**src/ets_pkg.sv**
```systemverilog
// constants, field layouts and timing for the engine torque signal encoder
package ets_pkg;
  localparam int          RAW_W        = 12;
  localparam int          TQ_W         = 16;
  localparam logic [11:0] RAW_MAX      = 12'hfff;
  // physical = raw * 0.5 - 848, internal unit is half newton-metres
  localparam logic signed [15:0] RAW_OFFSET = 16'sh06a0;
  localparam logic signed [15:0] SMALL_LIMIT = 16'sh0064;
  localparam logic [15:0] SMALL_TOL    = 16'h000a;
  localparam logic [15:0] PCT_DIV      = 16'h000a;
  localparam logic signed [15:0] FRIC_BASE = 16'sh0028;
  localparam int          FRIC_SPD_SH  = 6;
  localparam int          FRIC_LOAD_SH = 3;
  localparam logic signed [7:0]  COLD_TEMP = 8'sh3c;
  localparam logic signed [15:0] COLD_ADD  = 16'sh0014;
  localparam logic [9:0]  PEDAL_KNEE   = 10'h200;
  localparam int          PEDAL_SH     = 10;
  localparam int          AMB_SH       = 8;
  localparam int          LATENCY      = 2;
  localparam longint      CLK_HZ       = 100000000;
  localparam longint      ACT_DELAY_MS = 30;
  localparam longint      DRV_DELAY_MS = 60;
  localparam longint      MAX_DELAY_MS = 125;
  localparam longint      ACT_CYC      = ACT_DELAY_MS * (CLK_HZ / 1000);
  localparam longint      DRV_CYC      = DRV_DELAY_MS * (CLK_HZ / 1000);
  localparam longint      MAX_CYC      = MAX_DELAY_MS * (CLK_HZ / 1000);

  typedef struct packed {
    logic [11:0] raw;
    logic        invalid;
  } ets_field_s;

  typedef struct packed {
    logic        inputFail;
    logic        faultLogged;
    logic [15:0] errEst;
  } ets_health_s;
endpackage

```
**src/ets_field_enc.sv**
```systemverilog
// one torque field: saturation, raw conversion and periodic publication
`timescale 1ns/1ns
module ets_field_enc
  import ets_pkg::*;
#(
  parameter int PERIOD = 1000
)
(
  input  wire logic               sys_clk,
  input  wire logic               reset,
  input  wire logic signed [15:0] value,
  input  wire logic               invalid,
  output ets_field_s              field,
  output logic                    update
);
  // the counter needs two cycles between publications
  if (PERIOD < 2)
  begin
    $error("ets_field_enc: PERIOD too small");
  end

  logic [31:0]        cnt_q;
  ets_field_s         field_q;
  logic               update_q;
  logic signed [16:0] shifted;
  logic [11:0]        rawSat;

  always_comb
  begin
    shifted = 17'(value) + 17'(RAW_OFFSET);
    if (shifted < 17'sd0)
      rawSat = 12'h000;
    else if (shifted > $signed({5'h00, RAW_MAX}))
      rawSat = RAW_MAX;
    else
      rawSat = shifted[11:0];
  end

  always_ff @(posedge sys_clk)
  begin
    if (reset)
      cnt_q <= 32'h0;
    else if (cnt_q == 32'(PERIOD - 1))
      cnt_q <= 32'h0;
    else
      cnt_q <= cnt_q + 32'h1;
  end

  // value and flag land in one register together
  always_ff @(posedge sys_clk)
  begin
    if (reset)
    begin
      field_q  <= '{raw: 12'h000, invalid: 1'b1};
      update_q <= 1'b0;
    end
    else
    begin
      update_q <= (cnt_q == 32'(PERIOD - 1));
      if (cnt_q == 32'(PERIOD - 1))
        field_q <= '{raw: rawSat, invalid: invalid};
    end
  end

  assign field  = field_q;
  assign update = update_q;
endmodule

```
**src/ets_encoder.sv**
```systemverilog
// engine torque encoder: actual, driver requested and maximum torque fields
`timescale 1ns/1ns
module ets_encoder
  import ets_pkg::*;
#(
  parameter int ACT_PERIOD = int'(ACT_CYC) - LATENCY,
  parameter int DRV_PERIOD = int'(DRV_CYC) - LATENCY,
  parameter int MAX_PERIOD = int'(MAX_CYC) - LATENCY
)
(
  input  wire logic               sys_clk,
  input  wire logic               reset,
  input  wire logic signed [15:0] indicatedTq,
  input  wire logic [15:0]        engineSpeed,
  input  wire logic [15:0]        engineLoad,
  input  wire logic signed [7:0]  coolantTemp,
  input  wire logic signed [7:0]  oilTemp,
  input  wire logic [15:0]        waterPumpLoss,
  input  wire logic [15:0]        oilPumpLoss,
  input  wire logic [15:0]        acVarLoss,
  input  wire logic [9:0]         pedalPos,
  input  wire logic               cruiseActive,
  input  wire logic signed [15:0] cruiseTq,
  input  wire logic signed [15:0] wotBaseTq,
  input  wire logic [8:0]         ambientFactor,
  input  ets_health_s             actHealth,
  input  ets_health_s             drvHealth,
  input  ets_health_s             maxHealth,
  output ets_field_s              actField,
  output logic                    actUpdate,
  output ets_field_s              drvField,
  output logic                    drvUpdate,
  output ets_field_s              maxField,
  output logic                    maxUpdate
);
  // each publication counter needs at least two cycles per period
  if (ACT_PERIOD < 2)
  begin
    $error("ets_encoder: ACT_PERIOD too small");
  end
  if (DRV_PERIOD < 2)
  begin
    $error("ets_encoder: DRV_PERIOD too small");
  end
  if (MAX_PERIOD < 2)
  begin
    $error("ets_encoder: MAX_PERIOD too small");
  end

  // allowed error in half newton-metres for a given torque
  function automatic logic [15:0] accBound(input logic signed [15:0] tq);
    logic [15:0] mag;
    mag = tq[15] ? 16'(-tq) : 16'(tq);
    if (mag > $unsigned(SMALL_LIMIT))
      return mag / PCT_DIV;
    else
      return SMALL_TOL;
  endfunction

  function automatic logic signed [15:0] clip16(input logic signed [31:0] v);
    if (v > 32'sh00007fff)
      return 16'sh7fff;
    else if (v < -32'sh00008000)
      return -16'sh8000;
    else
      return v[15:0];
  endfunction

  // progressive pedal curve, 0..1023 in, 0..1022 out
  function automatic logic [10:0] pedalCurve(input logic [9:0] p);
    if (p < PEDAL_KNEE)
      return {2'b00, p[9:1]};
    else
      return 11'(p) + 11'(p[9:1]) - 11'(PEDAL_KNEE);
  endfunction

  // invalid when inputs failed, a fault is logged where one is needed,
  // and the fallback error exceeds the accuracy bound
  function automatic logic flagInvalid(input ets_health_s h, input logic needFault, input logic signed [15:0] tq);
    return h.inputFail && (h.faultLogged || !needFault) && (h.errEst > accBound(tq));
  endfunction

  logic signed [15:0] actTq_q;
  logic signed [15:0] drvTq_q;
  logic signed [15:0] maxTq_q;
  logic               actInv_q;
  logic               drvInv_q;
  logic               maxInv_q;

  logic signed [31:0] friction;
  logic signed [31:0] actSum;
  logic signed [31:0] maxProd;
  logic signed [31:0] pedalProd;
  logic signed [15:0] actTqNow;
  logic signed [15:0] maxTqNow;
  logic signed [15:0] pedalTq;
  logic signed [15:0] drvTqNow;

  // crankshaft torque: map torque less friction (base, speed, load and cold terms) and accessory losses
  always_comb
  begin
    friction = 32'(FRIC_BASE)
             + 32'(engineSpeed >> FRIC_SPD_SH)
             + 32'(engineLoad >> FRIC_LOAD_SH)
             + ((coolantTemp < COLD_TEMP) ? 32'(COLD_ADD) : 32'sh0)
             + ((oilTemp < COLD_TEMP) ? 32'(COLD_ADD) : 32'sh0);
    actSum   = 32'(indicatedTq) - friction
             - 32'(waterPumpLoss) - 32'(oilPumpLoss) - 32'(acVarLoss);
    actTqNow = clip16(actSum);
  end

  // wide-open-throttle torque scaled by the ambient factor
  always_comb
  begin
    maxProd  = (32'(wotBaseTq) * $signed({23'h0, ambientFactor})) >>> AMB_SH;
    maxTqNow = clip16(maxProd);
  end

  // pedal share of available torque, raised to cruiseTq when cruise is active and cruiseTq is higher
  always_comb
  begin
    pedalProd = (32'(maxTqNow) * $signed({21'h0, pedalCurve(pedalPos)})) >>> PEDAL_SH;
    pedalTq   = clip16(pedalProd);
    if (cruiseActive && cruiseTq > pedalTq)
      drvTqNow = cruiseTq;
    else
      drvTqNow = pedalTq;
  end

  // torque values, registered once per cycle
  always_ff @(posedge sys_clk)
  begin
    if (reset)
      actTq_q <= 16'sh0;
    else
      actTq_q <= actTqNow;
  end

  always_ff @(posedge sys_clk)
  begin
    if (reset)
      drvTq_q <= 16'sh0;
    else
      drvTq_q <= drvTqNow;
  end

  always_ff @(posedge sys_clk)
  begin
    if (reset)
      maxTq_q <= 16'sh0;
    else
      maxTq_q <= maxTqNow;
  end

  // each flag judged on the very torque registered beside it
  always_ff @(posedge sys_clk)
  begin
    if (reset)
      actInv_q <= 1'b1;
    else
      actInv_q <= flagInvalid(actHealth, 1'b1, actTqNow);
  end

  always_ff @(posedge sys_clk)
  begin
    if (reset)
      drvInv_q <= 1'b1;
    else
      drvInv_q <= flagInvalid(drvHealth, 1'b0, drvTqNow);
  end

  always_ff @(posedge sys_clk)
  begin
    if (reset)
      maxInv_q <= 1'b1;
    else
      maxInv_q <= flagInvalid(maxHealth, 1'b1, maxTqNow);
  end

  ets_field_enc #(.PERIOD(ACT_PERIOD)) u_act (
    .sys_clk (sys_clk),
    .reset   (reset),
    .value   (actTq_q),
    .invalid (actInv_q),
    .field   (actField),
    .update  (actUpdate)
  );

  ets_field_enc #(.PERIOD(DRV_PERIOD)) u_drv (
    .sys_clk (sys_clk),
    .reset   (reset),
    .value   (drvTq_q),
    .invalid (drvInv_q),
    .field   (drvField),
    .update  (drvUpdate)
  );

  ets_field_enc #(.PERIOD(MAX_PERIOD)) u_max (
    .sys_clk (sys_clk),
    .reset   (reset),
    .value   (maxTq_q),
    .invalid (maxInv_q),
    .field   (maxField),
    .update  (maxUpdate)
  );
endmodule

```
**config.mk**
```make
export PLATFORM = sky130hd
export DESIGN_NAME = ets_encoder
export DESIGN_NICKNAME = d
export VERILOG_FILES = /design/src/ets_pkg.sv /design/src/ets_field_enc.sv /design/src/ets_encoder.sv
export SDC_FILE = /design/constraint.sdc
export NUM_CORES = 2
export LEC_CHECK = 0
export BUFFER_PORTS_ARGS = -buffer_cell sky130_fd_sc_hd__buf_2
export CORE_UTILIZATION = 67
export DETAILED_ROUTE_END_ITERATION = 8
export GPL_ROUTABILITY_DRIVEN = 0
export PLACE_DENSITY = 0.88
export SLEW_MARGIN = 10
export SYNTH_ARGS = -nofsm -noshare
export SYNTH_HDL_FRONTEND = slang
export SYNTH_HIERARCHICAL = 1
export SYNTH_SLANG_ARGS = --single-unit
```
**constraint.sdc**
```tcl
create_clock -name sys_clk -period 69.5 [get_ports sys_clk]
set_input_delay 17.375 -clock sys_clk [delete_from_list [all_inputs] [get_ports sys_clk]]
set_output_delay 17.375 -clock sys_clk [all_outputs]
set_load 0.05 [all_outputs]
```
## Yosys cells after proc, flatten, opt, wreduce, memory -nomap -nowiden

Cells that the tools add are included.
Widths: inputs -> output; s select.

- Logic and storage cells: 101
- Bits of input ports: 220
- Output and inout bits: 42
- Bits in registers: 189

- Multiplexer cells: 25
- Divide/modulo/power cells: 3
- Equal/unequal tests: 3
- Multiply operators: 2
- Add/sub/neg operators: 19
- Magnitude comparators: 22
- Reductions and logical operators: 9

Operators by type and width:

| operator | count |
|---|---|
| $mux 16 | 16 |
| $add 32x1->32 const B | 3 |
| $mux 12 | 6 |
| $gt 16x16->1 | 4 |
| $add 16x12->17 const B | 3 |
| $gt 17x13->1 const B | 3 |
| $lt 17x1->1 const B | 3 |
| $div 16x4->16 const B | 3 |
| $gt 16x7->1 const B | 3 |
| $neg 16->16 | 3 |
| $gt 18x16->1 const B | 2 |
| $lt 18x16->1 const B | 2 |
| $eq 32x22->1 const B | 1 |
| $eq 32x23->1 const B | 1 |
| $eq 32x24->1 const B | 1 |
| $mul 16x12->28 | 1 |
| $mul 16x10->26 | 1 |
| $gt 21x16->1 const B | 1 |
| $lt 21x16->1 const B | 1 |
| $sub 20x17->21 | 1 |
| $sub 19x17->20 | 1 |
| $sub 18x17->19 | 1 |
| $sub 16x17->18 | 1 |
| $add 15x5->16 | 1 |
| 11 further kinds | 20 |

## Longest topological paths before layout

- Depth in word-level cells: 18
- Gate-level depth with buffers: 103
- Mapped depth without buffers: 94

## By module

Netlist, hierarchy kept.

Modules (own cells, without submodules):

| module | seq. area each (µm²) | instances | area each (µm²) | cells an instance |
|---|---|---|---|---|
| ets_encoder | 1,021.0 | 1 | 24,755.0 | 3,173 |
| ets_field_enc (u_max) | 920.9 | 1 | 2,403.6 | 274 |
| ets_field_enc (u_drv) | 920.9 | 1 | 2,351.0 | 255 |
| ets_field_enc (u_act) | 920.9 | 1 | 2,178.3 | 237 |

## Worst setup path after synthesis

OpenSTA, ideal clock, no wires.

- Kind: in2reg
- From: input ambientFactor[6]
- To: register drvInv_q
- Buffers on the path: 13
- Stages on the path: 98
- Path slack: 31.332 ns
- Data required time: 69.384 ns
- Setup time: 0.116 ns
- Data arrival time: 38.052 ns
- Cell sequence: clkbuf_1 -> nand2_1 -> fa_1 -> inv_1 -> fa_1 -> fa_1 -> fa_1 -> inv_1 -> fa_1 -> inv_1 -> ha_1 -> buf_2 -> and3_1 -> nand4_1 -> or3b_1 -> o2111ai_1 -> o22ai_2 -> xor2_1 -> [62 not listed] -> nor4b_4 -> xnor2_1 -> inv_1 -> or3_1 -> a31oi_1 -> nor2_1 -> ha_1 -> nor2b_1 -> o21a_1 -> o21ai_0 -> nand2b_1 -> a21oi_1 -> nor2b_1 -> o21ai_0 -> nand2b_1 -> a21oi_1 -> o211ai_1 -> a31o_2

- Longest elaborated chain between the ends: 18
- Elaborated cells between the ends (all ways): 21
- Classes of those cells: 1 x add/sub; 2 x mul; 1 x div; 7 x order compare; 8 x mux; 2 x reduce/logical

RTL lines:

| element | RTL line | text |
|---|---|---|
| start: declaration | ets_encoder.sv:25 | `input wire logic [8:0] ambientFactor,` |
| $mul 16x10->26 (*) | ets_encoder.sv:115 | `maxProd = (32'(wotBaseTq) * $signed({23'h0, ambientFactor})) >>> AMB_SH;` |
| $lt 18x16->1 | ets_encoder.sv:63 | `else if (v < -32'sh00008000)` |
| $mux 16 | ets_encoder.sv:63 |  |
| $mux 16 (*) | ets_encoder.sv:61 | `if (v > 32'sh00007fff)` |
| $mul 16x12->28 (*) | ets_encoder.sv:122 | `pedalProd = (32'(maxTqNow) * $signed({21'h0, pedalCurve(pedalPos)})) >>> PEDAL_SH;` |
| $lt 18x16->1 | ets_encoder.sv:63 |  |
| $mux 16 | ets_encoder.sv:63 |  |
| $mux 16 (*) | ets_encoder.sv:61 |  |
| [2 not listed] | - |  |
| $mux 16 (*) | ets_encoder.sv:124 | `if (cruiseActive && cruiseTq > pedalTq)` |
| $neg 16->16 | ets_encoder.sv:53 | `mag = tq[15] ? 16'(-tq) : 16'(tq);` |
| $mux 16 (*) | ets_encoder.sv:53 |  |
| $div 16x4->16 or $gt 16x7->1 (tied branches) | ets_encoder.sv:55, ets_encoder.sv:54 |  |
| $mux 16 (*) | ets_encoder.sv:54 | `if (mag > $unsigned(SMALL_LIMIT))` |
| $mux 16 (*) | ets_encoder.sv:166 | `if (reset)` |
| $gt 16x16->1 (*) | ets_encoder.sv:80 | `return h.inputFail && (h.faultLogged \|\| !needFault) && (h.errEst > accBound(tq));` |
| $logic_and 1x1->1 (*) | ets_encoder.sv:80 |  |
| end signal: assignment | ets_encoder.sv:169 | `drvInv_q <= flagInvalid(drvHealth, 1'b0, drvTqNow);` |
| end: declaration | ets_encoder.sv:87 | `logic drvInv_q;` |

Mark *: on every way between the ends. The rest lies on a longest branch, timed or not. The select of a mux whose other input is x is not followed.
A chain may end at the register's enable or synchronous reset.

## Worst setup path after layout

- From: input ambientFactor[1]
- To: register drvInv_q

The elaborated chain is that of the path after synthesis.

==> metrics.txt <==
clk_lat worst skew=0.45 ns; cell area after synthesis=31700 um2; Post-DP HPWL=62500 um; Worst setup EP type=flop; Tmin final=41.36 ns; ANT nets after route=0; CORE AREA=46600 um2; global-route wire length before repair=131000 um; Die Height=219 um; Final #Nets=4882; register area=3780 um2; CP startpoint kind=input pin; Vias per Instance=6.18; Vias=29100; post_cts resized=0; Synth Instances=3939; register area share after synthesis=11.9%; WS Path Type=in2reg; row cnt=79; proportion of netlist area held by the largest area contributor=21.1%; fill count=3539; Worst Path Max Fanout=29; vias in the first global route=28200; worst endpoint data arrival time=41.69 ns; clock root buffer=clkbuf_16; Max transition margin=18.1%; Fin. Hold Viols=0; die width=219 um; Sink Count=189; Post-CTS Repair Setup Buffers=0; EDFF count, synth=0; Reg2Reg Setup Slack=67.08 ns; # H-tree levels=4; total wire length=78100 um; flops & latches, synth=189; Post-Synthesis Mean Instance Area=8.04 um2; antenna violations before repair=4; global route total overflow=0; I/O pin total=262; largest net degree at the start of global routing=62; Cell variety after synth=134; Achievable Freq=24.2 MHz; main area contributors after synthesis=fa_1, dfxtp_1, ha_1, inv_1, nand2_1; critical path's largest stage delay=1.07 ns; Total GRT Usage=32.9%; Port Buffers=247; crit share post-route=59.5%; final setup fails=0; DIE AREA=48200 um2; Most common cell on crit path=fa_1; DR pass1 iterations=6; RSZ-0062 raised after global routing=no; synthesis-to-finish area growth=6.43%; WP data required=69.84 ns; post-DR wirelength/cell=16.6 um; Synth area leader=fa_1; Critical-path top delay cell=a21oi_1; clk_skew=0.0105 ns; final max-slew violation count=0; YS warnings=6; share of layout cells above drive strength 1=10.3%; top_reg_cell synth=dfxtp_1; asr flop ratio synth=0%; # hold bufs at CTS=0; clock transition at the registers of the reported paths=0.07 ns; DRT iter0 DRCs=2520; Initial Util=68.1%; Hold Crit Class=reg2reg; area taken by multi-input logic gates=25200 um2; CTS max path bufs=2; Worst Tran Pin Value=1.23 ns; DRC viols=0; Num CTS Buffers=17; Max Cap Viol=0; TritonCTS clock tree=done; final setup TNS=0 ns; status=completed
## cell type report
type | count | share of cell area (%)
Inverter | 525 | 5.84
Sequential cell | 189 | 11.2
Timing Repair Buffer | 270 | 4.18
Clock buffer | 20 | 1.29
Tap cell | 607 | 2.25
Multi-Input combinational cell | 3075 | 74.7
Antenna cell | 3 | 0.0223
Clock inverter | 12 | 0.449
## cells in the mapped netlist, types with 12 or more instances
| master | n |
|---|---|
| a211o_1 | 16 |
| a211oi_1 | 37 |
| a21boi_0 | 14 |
| a21o_1 | 50 |
| a21oi_1 | 195 |
| a221o_1 | 15 |
| a22o_1 | 16 |
| a22oi_1 | 15 |
| a31oi_1 | 28 |
| and2_1 | 98 |
| and3_1 | 48 |
| and4_1 | 17 |
| buf_2 | 28 |
| clkbuf_1 | 109 |
| dfxtp_1 | 189 |
| fa_1 | 334 |
| ha_1 | 250 |
| inv_1 | 521 |
| mux2_2 | 18 |
| mux2i_1 | 25 |
| nand2_1 | 423 |
| nand2b_1 | 27 |
| nand3_1 | 104 |
| nand4_1 | 75 |
| nor2_1 | 280 |
| nor2b_1 | 48 |
| nor3_1 | 80 |
| nor4_1 | 40 |
| o211ai_1 | 27 |
| o21a_1 | 32 |
| o21ai_0 | 134 |
| o21ai_1 | 17 |
| o21bai_1 | 23 |
| o22ai_1 | 24 |
| o2bb2ai_1 | 14 |
| o31ai_1 | 22 |
| or2_2 | 12 |
| or3_1 | 32 |
| xnor2_1 | 137 |
| xor2_1 | 87 |
## cells by family after synthesis
group                      Yosys count  synth area share [%]
other                                2                0.0237
DFF                                189                  11.9
muxes                               43                  1.43
and+or+nand+nor                   1364                  21.8
buffers and inverters              690                  8.73
adders and majority gates          587                  31.1
AOI/OAI and AO/OA                  838                  18.7
xor gates and xnor gates           226                  6.29
## per-layer routing
metal,track usage (%),wire (um)
met1,41.7,31900
met2,57.4,38000
met3,3.84,5600
met4,11.8,2570
met5,0,13
## flip-flops by register name, summed over array words and instances, names as in the netlist
register      cells
u_act/cnt_q      32
u_drv/cnt_q      32
u_max/cnt_q      32
actTq_q          16
drvTq_q          16
maxTq_q          16
u_act/field      13
u_drv/field      13
u_max/field      13
actInv_q          1
drvInv_q          1
maxInv_q          1
u_act/update      1
u_drv/update      1
u_max/update      1
## metrics by stage
stage                     instance area [um2]  utilization (%)  instances  worst slack (ns)  hold WS [ns]
final                                   33700             72.4       4701             28.14         0.434
after CTS                               33700             72.4       4698             28.66         0.433
after global placement                  33100             71.2       4666             28.67         0.419
after global routing                    33700             72.4       4700             26.77         0.447
after floorplan                         31700                -       3954             31.33         0.409
after detailed placement                33100             71.2       4666             28.28         0.422
## worst paths after layout
check / from / endpoint / cells after the start
worst min register to register: maxInv_q$_SDFF_PP1_ / u_max/field[0]$_SDFFE_PP1P_ / 2
worst max-delay path: ambientFactor[1] / drvInv_q$_SDFF_PP1_ / 90
worst max register to register: u_max/cnt_q[2]$_SDFF_PP0_ / u_max/cnt_q[23]$_SDFF_PP0_ / 5
worst min-delay path: maxInv_q$_SDFF_PP1_ / u_max/field[0]$_SDFFE_PP1P_ / 2
## cell usage in the layout, fill, tap and decap left out, drive strengths merged, types with 138 or more instances in the layout
master / count
ha: 250
fa: 334
dfxtp: 189
buf: 270
a21oi: 199
nor2: 289
nand2: 425
xnor2: 138
o21ai: 153
inv: 530
## critical path, delay by kind of cell
kind	cells	cell delay (ns)
buf+inv	11	1.50
mux	2	0.76
fa+ha+maj	15	6.60
compound gates	42	10.14
simple gates	16	3.37
xor+xnor	4	1.89
Power is left out: the tool's default activity adds up to more than one toggle a clock period on the data nets, which glitch-free logic cannot reach.
